--- config.mk ---
export PLATFORM = sky130hd
export DESIGN_NAME = host_port_control_regs
export DESIGN_NICKNAME = d
export VERILOG_FILES = /design/src/design/port_ctl_pkg.sv /design/src/design/sticky_flag.sv /design/src/design/addr_pair.sv /design/src/design/host_port_control_regs.sv
export SDC_FILE = /design/constraint.sdc
export NUM_CORES = 1
export LEC_CHECK = 0
export ABC_CLOCK_PERIOD_IN_PS = 3850
export BUFFER_PORTS_ARGS = -buffer_cell sky130_fd_sc_hd__buf_4
export CORE_MARGIN = 8
export CORE_UTILIZATION = 54
export DETAILED_ROUTE_END_ITERATION = 8
export GPL_TIMING_DRIVEN = 0
export PLACE_DENSITY = 0.85
export SETUP_SLACK_MARGIN = 0.05
export SLEW_MARGIN = 20
export SYNTH_ARGS = -nofsm -noshare
export SYNTH_HDL_FRONTEND = slang
export SYNTH_SLANG_ARGS = --single-unit
--- constraint.sdc ---
create_clock -name ref_clk -period 3.85 [get_ports ref_clk]
set_input_delay 1.155 -clock ref_clk [delete_from_list [all_inputs] [get_ports ref_clk]]
set_output_delay 1.155 -clock ref_clk [all_outputs]
set_load 0.02 [all_outputs]
--- src/design/port_ctl_pkg.sv ---
// Shared constants and carrier types of the host port control registers.
// Assumes a single clock domain and a plain strobe-based register port.
package port_ctl_pkg;

	// ----------------------------------------
	// Register offsets (byte addresses)
	// ----------------------------------------
	localparam logic [7:0] OFS_CONTROL = 8'h30;
	localparam logic [7:0] OFS_WRITE_ADDR = 8'h34;
	localparam logic [7:0] OFS_READ_ADDR = 8'h38;
	localparam logic [7:0] OFS_SOFT_RESET = 8'h3c;
	localparam logic [7:0] OFS_OWNERSHIP = 8'h40;

	// ----------------------------------------
	// Control register fields
	// ----------------------------------------
	localparam int BIT_ADDR_SEL = 11;
	localparam int BIT_DUAL_MODE = 9;
	localparam int BIT_HWO_STATUS = 8;
	localparam int BIT_FETCH = 4;
	localparam int BIT_RSVD_ONE = 3;
	localparam int BIT_HOST_INT = 2;
	localparam int BIT_PROC_INT = 1;
	localparam int BIT_HWO = 0;

	// ----------------------------------------
	// Ownership and time-out register fields
	// ----------------------------------------
	localparam int BIT_CTL_OWNER = 9;
	localparam int BIT_ADDR_OWNER = 8;
	localparam int TIMEOUT_W = 8;
	localparam logic [7:0] TIMEOUT_RESET = 8'h00;

	// Soft reset register
	localparam int BIT_SOFT_RESET = 0;

	// ----------------------------------------
	// Reset values
	// ----------------------------------------
	localparam logic [31:0] ADDR_RESET = 32'h0000_0000;

	// ----------------------------------------
	// Carrier types
	// ----------------------------------------
	typedef struct packed {
		logic wr;
		logic rd;
		logic [7:0] addr;
		logic [31:0] wdata;
	} reg_req_t;

endpackage

--- src/design/sticky_flag.sv ---
// One flag with independent set and clear requests.
// Assumes both requests come from logic on the same clock.
module sticky_flag (
	input wire logic ref_clk,
	input wire logic arst_n,
	input wire logic set,
	input wire logic clr,
	output logic q
);

	logic q_d;

	// A set in the same cycle as a clear wins, so no event is lost
	assign q_d = set | (q & ~clr);

	always_ff @(posedge ref_clk or negedge arst_n) begin
		if (!arst_n) begin
			q <= 1'b0;
		end else begin
			q <= q_d;
		end
	end

endmodule

--- src/design/addr_pair.sv ---
// Two address registers, entry 0 for writes and entry 1 for reads.
// Assumes write enables are already resolved for ownership and mode.
module addr_pair
	import port_ctl_pkg::*;
#(
	parameter int ADDR_W = 32
) (
	input wire logic ref_clk,
	input wire logic arst_n,
	input wire logic soft_rst,
	input wire logic [1:0] we,
	input wire logic [ADDR_W-1:0] wdata,
	output logic [1:0][ADDR_W-1:0] q
);

	for (genvar i = 0; i < 2; i++) begin : g_entry
		always_ff @(posedge ref_clk or negedge arst_n) begin
			if (!arst_n) begin
				q[i] <= ADDR_RESET[ADDR_W-1:0];
			end else if (soft_rst) begin
				q[i] <= ADDR_RESET[ADDR_W-1:0];
			end else if (we[i]) begin
				q[i] <= wdata;
			end
		end
	end

endmodule

--- src/design/host_port_control_regs.sv ---
// Control, address and ownership registers of the parallel host port.
// Assumes the host strobe protocol has already been turned into a
// same-clock register port; both ports answer reads one cycle later.
//
// How it works
// - In dual mode, bit 11 picks address register
// - Dual bit clear, host owning addresses: one shared address register
// - Processor always sees both address registers
// - Bit 8 mirrors halfword order on writes
// - Host write 1 to bit 4 prefetches
// - Prefetch bit always reads zero
// - Processor write 1 to bit 2 interrupts host
// - Host write 1 clears host interrupt
// - Host write 1 to bit 1 interrupts processor
// - Bit 0 sets halfword order
// - Two full 32-bit address registers
// - Ownership register survives soft reset
// - Bit 9 with bit 8 gives control write ownership
// - Bit 8 gives address write ownership
// - Bits 7-0 hold burst write time-out
// - Non-owner may raise interrupt, soft reset
// - Hardware reset clears host interrupt immediately
//
// The address-and-strobe port and the register addresses are this design's own decisions.
module host_port_control_regs
	import port_ctl_pkg::*;
#(
	parameter int ADDR_W = 32
) (
	input wire logic ref_clk,
	input wire logic arst_n,
	input wire reg_req_t cpu_req,
	output logic [31:0] cpu_rdata,
	input wire reg_req_t host_req,
	output logic [31:0] host_rdata,
	output logic host_int_n,
	output logic proc_irq,
	output logic fetch_req,
	output logic port_soft_reset,
	output logic halfword_order,
	output logic [TIMEOUT_W-1:0] burst_write_timeout,
	output logic [ADDR_W-1:0] write_address,
	output logic [ADDR_W-1:0] read_address
);

	// ----------------------------------------
	// State
	// ----------------------------------------
	logic address_reg_select_q;
	logic dual_address_mode_q;
	logic halfword_order_q;
	logic halfword_order_status_q;
	logic control_write_owner_q;
	logic address_write_owner_q;
	logic [TIMEOUT_W-1:0] burst_write_timeout_q;
	logic host_int_n_q;
	logic fetch_req_q;
	logic soft_rst_q;
	logic [31:0] cpu_rdata_q;
	logic [31:0] host_rdata_q;
	logic host_int_flag;
	logic proc_int_flag;
	logic [1:0][ADDR_W-1:0] addr_q;

	// ----------------------------------------
	// Decode
	// ----------------------------------------
	wire cpu_wr_ctl = cpu_req.wr && cpu_req.addr == OFS_CONTROL;
	wire cpu_wr_aw = cpu_req.wr && cpu_req.addr == OFS_WRITE_ADDR;
	wire cpu_wr_ar = cpu_req.wr && cpu_req.addr == OFS_READ_ADDR;
	wire cpu_wr_rst = cpu_req.wr && cpu_req.addr == OFS_SOFT_RESET;
	wire cpu_wr_own = cpu_req.wr && cpu_req.addr == OFS_OWNERSHIP;
	wire host_wr_ctl = host_req.wr && host_req.addr == OFS_CONTROL;
	wire host_wr_addr = host_req.wr && host_req.addr == OFS_WRITE_ADDR;
	wire host_wr_rst = host_req.wr && host_req.addr == OFS_SOFT_RESET;

	// Processor owns control only if it also owns the addresses
	wire cpu_owns_ctl = control_write_owner_q & address_write_owner_q;
	wire cpu_owns_addr = address_write_owner_q;

	// Owner's write to the stored control fields
	wire ctl_wr = cpu_owns_ctl ? cpu_wr_ctl : host_wr_ctl;
	wire [31:0] ctl_wdata = cpu_owns_ctl ? cpu_req.wdata : host_req.wdata;

	// Dual mode is implied while the processor owns the addresses
	wire dual_eff = dual_address_mode_q | cpu_owns_addr;
	wire host_hits_read = dual_eff & address_reg_select_q;

	// ----------------------------------------
	// Address register writes
	// ----------------------------------------
	wire host_addr_ok = host_wr_addr & ~cpu_owns_addr;
	wire [1:0] addr_we;
	wire [ADDR_W-1:0] addr_wdata;

	// Shared mode writes both, so host reads match either transfer
	assign addr_we[0] = cpu_owns_addr ? cpu_wr_aw :
		host_addr_ok & ~host_hits_read;
	assign addr_we[1] = cpu_owns_addr ? cpu_wr_ar :
		host_addr_ok & (host_hits_read | ~dual_eff);
	assign addr_wdata = cpu_owns_addr ? cpu_req.wdata[ADDR_W-1:0] :
		host_req.wdata[ADDR_W-1:0];

	addr_pair #(
		.ADDR_W(ADDR_W)
	) u_addr_pair (
		.ref_clk(ref_clk),
		.arst_n(arst_n),
		.soft_rst(soft_rst_q),
		.we(addr_we),
		.wdata(addr_wdata),
		.q(addr_q)
	);

	// ----------------------------------------
	// Interrupt flags
	// ----------------------------------------
	// Any party may write these bits, owner or not
	wire host_int_set = cpu_wr_ctl & cpu_req.wdata[BIT_HOST_INT];
	wire host_int_clr = host_wr_ctl & host_req.wdata[BIT_HOST_INT];
	wire proc_int_set = host_wr_ctl & host_req.wdata[BIT_PROC_INT];
	wire proc_int_clr = cpu_wr_ctl & cpu_req.wdata[BIT_PROC_INT];

	// Hardware reset clears the flag at once
	sticky_flag u_host_int (
		.ref_clk(ref_clk),
		.arst_n(arst_n),
		.set(host_int_set),
		.clr(host_int_clr | soft_rst_q),
		.q(host_int_flag)
	);

	sticky_flag u_proc_int (
		.ref_clk(ref_clk),
		.arst_n(arst_n),
		.set(proc_int_set),
		.clr(proc_int_clr | soft_rst_q),
		.q(proc_int_flag)
	);

	// ----------------------------------------
	// Read values
	// ----------------------------------------
	wire [31:0] ctl_rd_value;
	assign ctl_rd_value = {
		20'h00000,
		address_reg_select_q,
		1'b0,
		dual_address_mode_q,
		halfword_order_status_q,
		3'h0,
		1'b0,
		1'b1,
		host_int_flag,
		proc_int_flag,
		halfword_order_q
	};

	wire [31:0] own_rd_value;
	assign own_rd_value = {
		22'h000000,
		control_write_owner_q,
		address_write_owner_q,
		burst_write_timeout_q
	};

	wire [31:0] aw_rd = 32'(addr_q[0]);
	wire [31:0] ar_rd = 32'(addr_q[1]);
	wire [31:0] host_addr_rd = host_hits_read ? ar_rd : aw_rd;

	wire [31:0] cpu_rd_mux =
		cpu_req.addr == OFS_CONTROL ? ctl_rd_value :
		cpu_req.addr == OFS_WRITE_ADDR ? aw_rd :
		cpu_req.addr == OFS_READ_ADDR ? ar_rd :
		cpu_req.addr == OFS_OWNERSHIP ? own_rd_value :
		32'h0000_0000;

	wire [31:0] host_rd_mux =
		host_req.addr == OFS_CONTROL ? ctl_rd_value :
		host_req.addr == OFS_WRITE_ADDR ? host_addr_rd :
		32'h0000_0000;

	// ----------------------------------------
	// Control fields
	// ----------------------------------------
	// Soft reset restores defaults but not the ownership register
	always_ff @(posedge ref_clk or negedge arst_n) begin
		if (!arst_n) begin
			address_reg_select_q <= 1'b0;
			dual_address_mode_q <= 1'b0;
			halfword_order_q <= 1'b0;
			halfword_order_status_q <= 1'b0;
		end else if (soft_rst_q) begin
			address_reg_select_q <= 1'b0;
			dual_address_mode_q <= 1'b0;
			halfword_order_q <= 1'b0;
			halfword_order_status_q <= 1'b0;
		end else if (ctl_wr) begin
			address_reg_select_q <= ctl_wdata[BIT_ADDR_SEL];
			dual_address_mode_q <= ctl_wdata[BIT_DUAL_MODE];
			halfword_order_q <= ctl_wdata[BIT_HWO];
			halfword_order_status_q <= ctl_wdata[BIT_HWO];
		end
	end

	// ----------------------------------------
	// Ownership and time-out
	// ----------------------------------------
	// Only the processor side reaches this register
	always_ff @(posedge ref_clk or negedge arst_n) begin
		if (!arst_n) begin
			control_write_owner_q <= 1'b0;
			address_write_owner_q <= 1'b0;
			burst_write_timeout_q <= TIMEOUT_RESET;
		end else if (cpu_wr_own) begin
			control_write_owner_q <= cpu_req.wdata[BIT_CTL_OWNER];
			address_write_owner_q <= cpu_req.wdata[BIT_ADDR_OWNER];
			burst_write_timeout_q <= cpu_req.wdata[TIMEOUT_W-1:0];
		end
	end

	// ----------------------------------------
	// Pulses, pin and read data
	// ----------------------------------------
	always_ff @(posedge ref_clk or negedge arst_n) begin
		if (!arst_n) begin
			fetch_req_q <= 1'b0;
			soft_rst_q <= 1'b0;
			host_int_n_q <= 1'b1;
			cpu_rdata_q <= 32'h0000_0000;
			host_rdata_q <= 32'h0000_0000;
		end else begin
			fetch_req_q <= host_wr_ctl & host_req.wdata[BIT_FETCH];
			soft_rst_q <= (cpu_wr_rst & cpu_req.wdata[BIT_SOFT_RESET]) |
				(host_wr_rst & host_req.wdata[BIT_SOFT_RESET]);
			host_int_n_q <= ~host_int_flag;
			cpu_rdata_q <= cpu_req.rd ? cpu_rd_mux : 32'h0000_0000;
			host_rdata_q <= host_req.rd ? host_rd_mux : 32'h0000_0000;
		end
	end

	// ----------------------------------------
	// Outputs
	// ----------------------------------------
	assign cpu_rdata = cpu_rdata_q;
	assign host_rdata = host_rdata_q;
	assign host_int_n = host_int_n_q;
	assign proc_irq = proc_int_flag;
	assign fetch_req = fetch_req_q;
	assign port_soft_reset = soft_rst_q;
	assign halfword_order = halfword_order_q;
	assign burst_write_timeout = burst_write_timeout_q;
	assign write_address = addr_q[0];
	assign read_address = addr_q[1];

endmodule

==> flow_summary.html <==
<table>
<tr><th>Metric</th><th>Value</th></tr>
<tr><th colspan="2">Outcome</th></tr>
<tr><td>Status</td><td>completed</td></tr>
<tr><th colspan="2">Floorplan</th></tr>
<tr><td>Die outline height</td><td>127 µm</td></tr>
<tr><td>Number of rows in the core area</td><td>40</td></tr>
<tr><td>Die boundary width</td><td>127 µm</td></tr>
<tr><td>Initial core utilization</td><td>0.555</td></tr>
<tr><td>Top-level I/O count</td><td>227</td></tr>
<tr><td>Die outline area</td><td>16200 µm²</td></tr>
<tr><td>Core area</td><td>12100 µm²</td></tr>
<tr><th colspan="2">Clock network</th></tr>
<tr><td>Number of hold buffers added after cts</td><td>0</td></tr>
<tr><td>Post-cts repair resize count</td><td>0</td></tr>
<tr><td>CTS tree</td><td>built</td></tr>
<tr><td>Buffer depth of the longest clock path</td><td>2</td></tr>
<tr><td>H-tree levels</td><td>4</td></tr>
<tr><td>Number of clock buffers inserted by TritonCTS</td><td>17</td></tr>
<tr><td>Sinks on Clock Net</td><td>146</td></tr>
<tr><td>Clock root buffer</td><td>clkbuf_16</td></tr>
<tr><td>Post-CTS setup-driven buffer insertion count</td><td>0</td></tr>
<tr><td>Clock latency reported for the late side of the worst-skew pair</td><td>0.42 ns</td></tr>
<tr><td>Clock slew at reported path FFs</td><td>0.06 ns</td></tr>
<tr><th colspan="2">Logic synthesis</th></tr>
<tr><td>Synthesized instance count</td><td>638</td></tr>
<tr><td>Top cells by area, synth</td><td>dfrtp_1, mux2i_1, nand2_1</td></tr>
<tr><td>Top flip-flop cell by instance count after synthesis</td><td>dfrtp_1</td></tr>
<tr><td>Cell area after synthesis</td><td>6700 µm²</td></tr>
<tr><td>Distinct cell type count after synthesis</td><td>48</td></tr>
<tr><td>Number of flip-flops and latches in the synthesized netlist</td><td>146</td></tr>
<tr><td>Fraction of post-synthesis cell area in the top cell type by area</td><td>0.542</td></tr>
<tr><td>Asr flop ratio synth</td><td>1.00</td></tr>
<tr><td>Sequential share of the synthesized area</td><td>0.546</td></tr>
<tr><td>Yosys warning total</td><td>0</td></tr>
<tr><td>Library cell occupying the most area in the post-synthesis netlist</td><td>dfrtp_1</td></tr>
<tr><td>Net Count, Synth</td><td>724</td></tr>
<tr><td>Most used standard cell by instance count after synthesis</td><td>nand2_1</td></tr>
<tr><td>Mean instance size in the synthesized netlist</td><td>10.5 µm²</td></tr>
<tr><td>Most common library cells after synthesis</td><td>nand2_1, dfrtp_1, mux2i_1</td></tr>
<tr><td>Number of synthesized flops with an enable pin</td><td>0</td></tr>
<tr><th colspan="2">Placement</th></tr>
<tr><td>DPL Wire Length</td><td>16.3 mm</td></tr>
<tr><td>Routability congestion estimate</td><td>0.940</td></tr>
<tr><td>Quantity of I/O buffers inserted on ports</td><td>225</td></tr>
<tr><td>Worst slack at placement</td><td>0.562 ns</td></tr>
<tr><th colspan="2">Pwr</th></tr>
<tr><td>Clk pwr share</td><td>0.405</td></tr>
<tr><td>Switching part of the total</td><td>0.272</td></tr>
<tr><td>Sw Pwr</td><td>0.00109 W</td></tr>
<tr><td>Sequential cell fraction of total power</td><td>0.439</td></tr>
<tr><td>Static leakage</td><td>5.19 nW</td></tr>
<tr><td>Maximum vdd drop</td><td>0.286 mV</td></tr>
<tr><td>Combinational cell fraction of total power</td><td>0.156</td></tr>
<tr><td>Pwr dens</td><td>433 nW/µm²</td></tr>
<tr><td>Int Pwr</td><td>0.00291 W</td></tr>
<tr><th colspan="2">Detailed routing</th></tr>
<tr><td>Remaining antenna violation count</td><td>0</td></tr>
<tr><td>Wire per inst</td><td>21.4 µm</td></tr>
<tr><td>Drt initial violations</td><td>800</td></tr>
<tr><td>Final Routed Wirelength</td><td>22.7 mm</td></tr>
<tr><td>DRC violation count after routing</td><td>0</td></tr>
<tr><td>Vias</td><td>6295</td></tr>
<tr><td>Via density per instance</td><td>5.92</td></tr>
<tr><td>Number of iterations in the first detailed-routing pass</td><td>5</td></tr>
<tr><th colspan="2">Global route</th></tr>
<tr><td>Overall global routing resource usage</td><td>0.277</td></tr>
<tr><td>Largest net degree at the start of global routing</td><td>105</td></tr>
<tr><td>Number of antenna violations at the first check in global routing</td><td>0</td></tr>
<tr><td>First-pass GRT wire length</td><td>34.9 mm</td></tr>
<tr><td>Number of global-route vias before repair</td><td>6420</td></tr>
<tr><td>Remaining Overflow, GRT</td><td>0</td></tr>
<tr><th colspan="2">Flow run</th></tr>
<tr><td>Maximum capacitance violations</td><td>0</td></tr>
<tr><th colspan="2">STA</th></tr>
<tr><td>Shortest clock period the worst path allows after layout</td><td>2.91 ns</td></tr>
<tr><td>Max Clk Rate</td><td>344 MHz</td></tr>
<tr><td>Final period util</td><td>0.756</td></tr>
<tr><td>Worst Skew</td><td>0.00476 ns</td></tr>
<tr><td>Setup-failing EPs final</td><td>0</td></tr>
<tr><td>Relative slew slack</td><td>0.250</td></tr>
<tr><td>Post-Route Setup TNS</td><td>0 ns</td></tr>
<tr><td>Setup ws final</td><td>0.941 ns</td></tr>
<tr><td>Final count of hold timing violations</td><td>0</td></tr>
<tr><td>Slew Viols, Final</td><td>0</td></tr>
<tr><td>Worst-Margin Slew</td><td>1.11 ns</td></tr>
<tr><td>RSZ-0062 raised after global routing</td><td>no</td></tr>
<tr><th colspan="2">Finish</th></tr>
<tr><td>Share of layout cells above drive strength 1</td><td>0.364</td></tr>
<tr><td>Nets</td><td>969</td></tr>
<tr><td>Register Area</td><td>3650 µm²</td></tr>
<tr><td>Filler Cell Count</td><td>792</td></tr>
<tr><td>Area occupied by multi-input gates</td><td>2840 µm²</td></tr>
<tr><td>Area delta synth-&gt;final</td><td>37.7%</td></tr>
<tr><td>Antenna cells</td><td>0</td></tr>
<tr><th colspan="2">Critical path</th></tr>
<tr><td>Worst EP arrival</td><td>3.26 ns</td></tr>
<tr><td>Critical Path Fanout Max</td><td>10</td></tr>
<tr><td>Crit-path slowest cell</td><td>nor4b_1</td></tr>
<tr><td>Max stage delay on crit path</td><td>0.71 ns</td></tr>
<tr><td>WP data required</td><td>4.20 ns</td></tr>
<tr><td>CP startpoint kind</td><td>input pin</td></tr>
<tr><td>Type of the worst setup path</td><td>in -&gt; reg</td></tr>
<tr><td>Setup crit end kind</td><td>register</td></tr>
<tr><td>Cell-by-cell listing of the critical path</td><td>buf_2, nor2b_1, nor4b_1, clkbuf_1, a22oi_1, nor2_1</td></tr>
<tr><th colspan="2">Min path</th></tr>
<tr><td>Type of the tightest min-delay check</td><td>reg -&gt; reg</td></tr>
</table>
through the flow:
stage	area (µm²)	std cells	hold WS, ns	utilization	total power (W)
finish	9220	1064	0.436	0.764	0.00399
CTS	9210	1064	0.429	0.764	0.00400
floorplan	6700	638	0.391	-	0.00204
global placement	8590	1031	0.424	0.713	0.00236
detailed placement	8630	1032	0.421	0.715	0.00239
global route	9220	1064	0.449	0.764	0.00412
cells by family (layout without fill, tap and decap cells):
kind of cell,count (synthesis),in the layout,share of synthesized area
AND/OR/NAND/NOR,234,234,0.155
AO/OA/AOI/OAI,102,102,0.0964
flip-flops,146,146,0.546
buffers and inverters,47,305,0.0310
multiplexers,109,109,0.171
worst max-delay path, delay by kind of cell:
family / cells / cell delay [ns]
AO/OA/AOI/OAI: 1 / 0.16
buffers and inverters: 2 / 0.63
AND/OR/NAND/NOR: 3 / 1.31
worst paths after layout:
check / startpoint / to / slack (ns) / depth (start not counted)
worst max-delay path: cpu_req[34] / cpu_rdata[22] / 0.94 / 6
worst min-delay path: u_host_int.q / host_int_n / 0.44 / 1
min in group asynchronous: arst_n / cpu_rdata[2] / 0.61 / 1
worst min register to register: u_host_int.q / host_int_n / 0.44 / 1
max in group asynchronous: arst_n / host_rdata[10] / 2.43 / 2
worst max register to register: address_write_owner_q / u_addr_pair.q[58] / 1.54 / 6
area by class of cell:
| class | instances | area share |
|---|---|---|
| Timing Repair Buffer | 226 | 0.187 |
| Clock buffer | 21 | 0.0510 |
| Inverter | 4 | 0.00163 |
| Sequential cell | 146 | 0.397 |
| Multi-Input combinational cell | 445 | 0.308 |
| Tap cell | 168 | 0.0228 |
| Clock inverter | 11 | 0.0119 |
| Buffer | 43 | 0.0209 |
power by group through the flow:
stage               Clock (W)  Combinational (W)  Sequential [W]
floorplan                   0           0.000178         0.00186
global placement            0           0.000590         0.00177
detailed placement          0           0.000618         0.00177
CTS                   0.00163           0.000626         0.00175
global route          0.00169           0.000667         0.00176
finish                0.00162           0.000623         0.00175
sequential cells by signal, indices dropped and copies added (netlist names):
| register | count |
|---|---|
| halfword_order_status_q | 1 |
| host_rdata | 32 |
| host_int_n | 1 |
| burst_write_timeout | 8 |
| dual_address_mode_q | 1 |
| address_reg_select_q | 1 |
| u_host_int.q | 1 |
| cpu_rdata | 32 |
| u_proc_int.q | 1 |
| control_write_owner_q | 1 |
| address_write_owner_q | 1 |
| u_addr_pair.q | 64 |
| fetch_req | 1 |
| port_soft_reset | 1 |
layout by cell type, fill, tap and decap left out, types with 3 or more instances in the layout:
cell type  instances
o21ai_0           12
a2bb2oi_1          5
nor3b_1            5
clkinv_2           7
mux2i_1           64
clkbuf_1          29
nand2b_1           3
buf_2             10
nand3_1            5
nand2_1          166
clkbuf_16         17
buf_4            227
nor2_1            28
mux2_2            45
dfrtp_1          145
a22oi_1           27
a21oi_1           41
a311oi_1           4
clkbuf_8           3
nor2b_1            5
inv_1              3
a31oi_1            3
routing by layer:
metal | GRT usage | vias up | part of all wire
li1 | - | 2696 | -
met1 | 0.327 | 3121 | 0.37
met2 | 0.456 | 408 | 0.49
met3 | 0.0790 | 70 | 0.10
met4 | 0.135 | 0 | 0.033
met5 | 0 | - | 0
(Power assumes the default switching activity.)
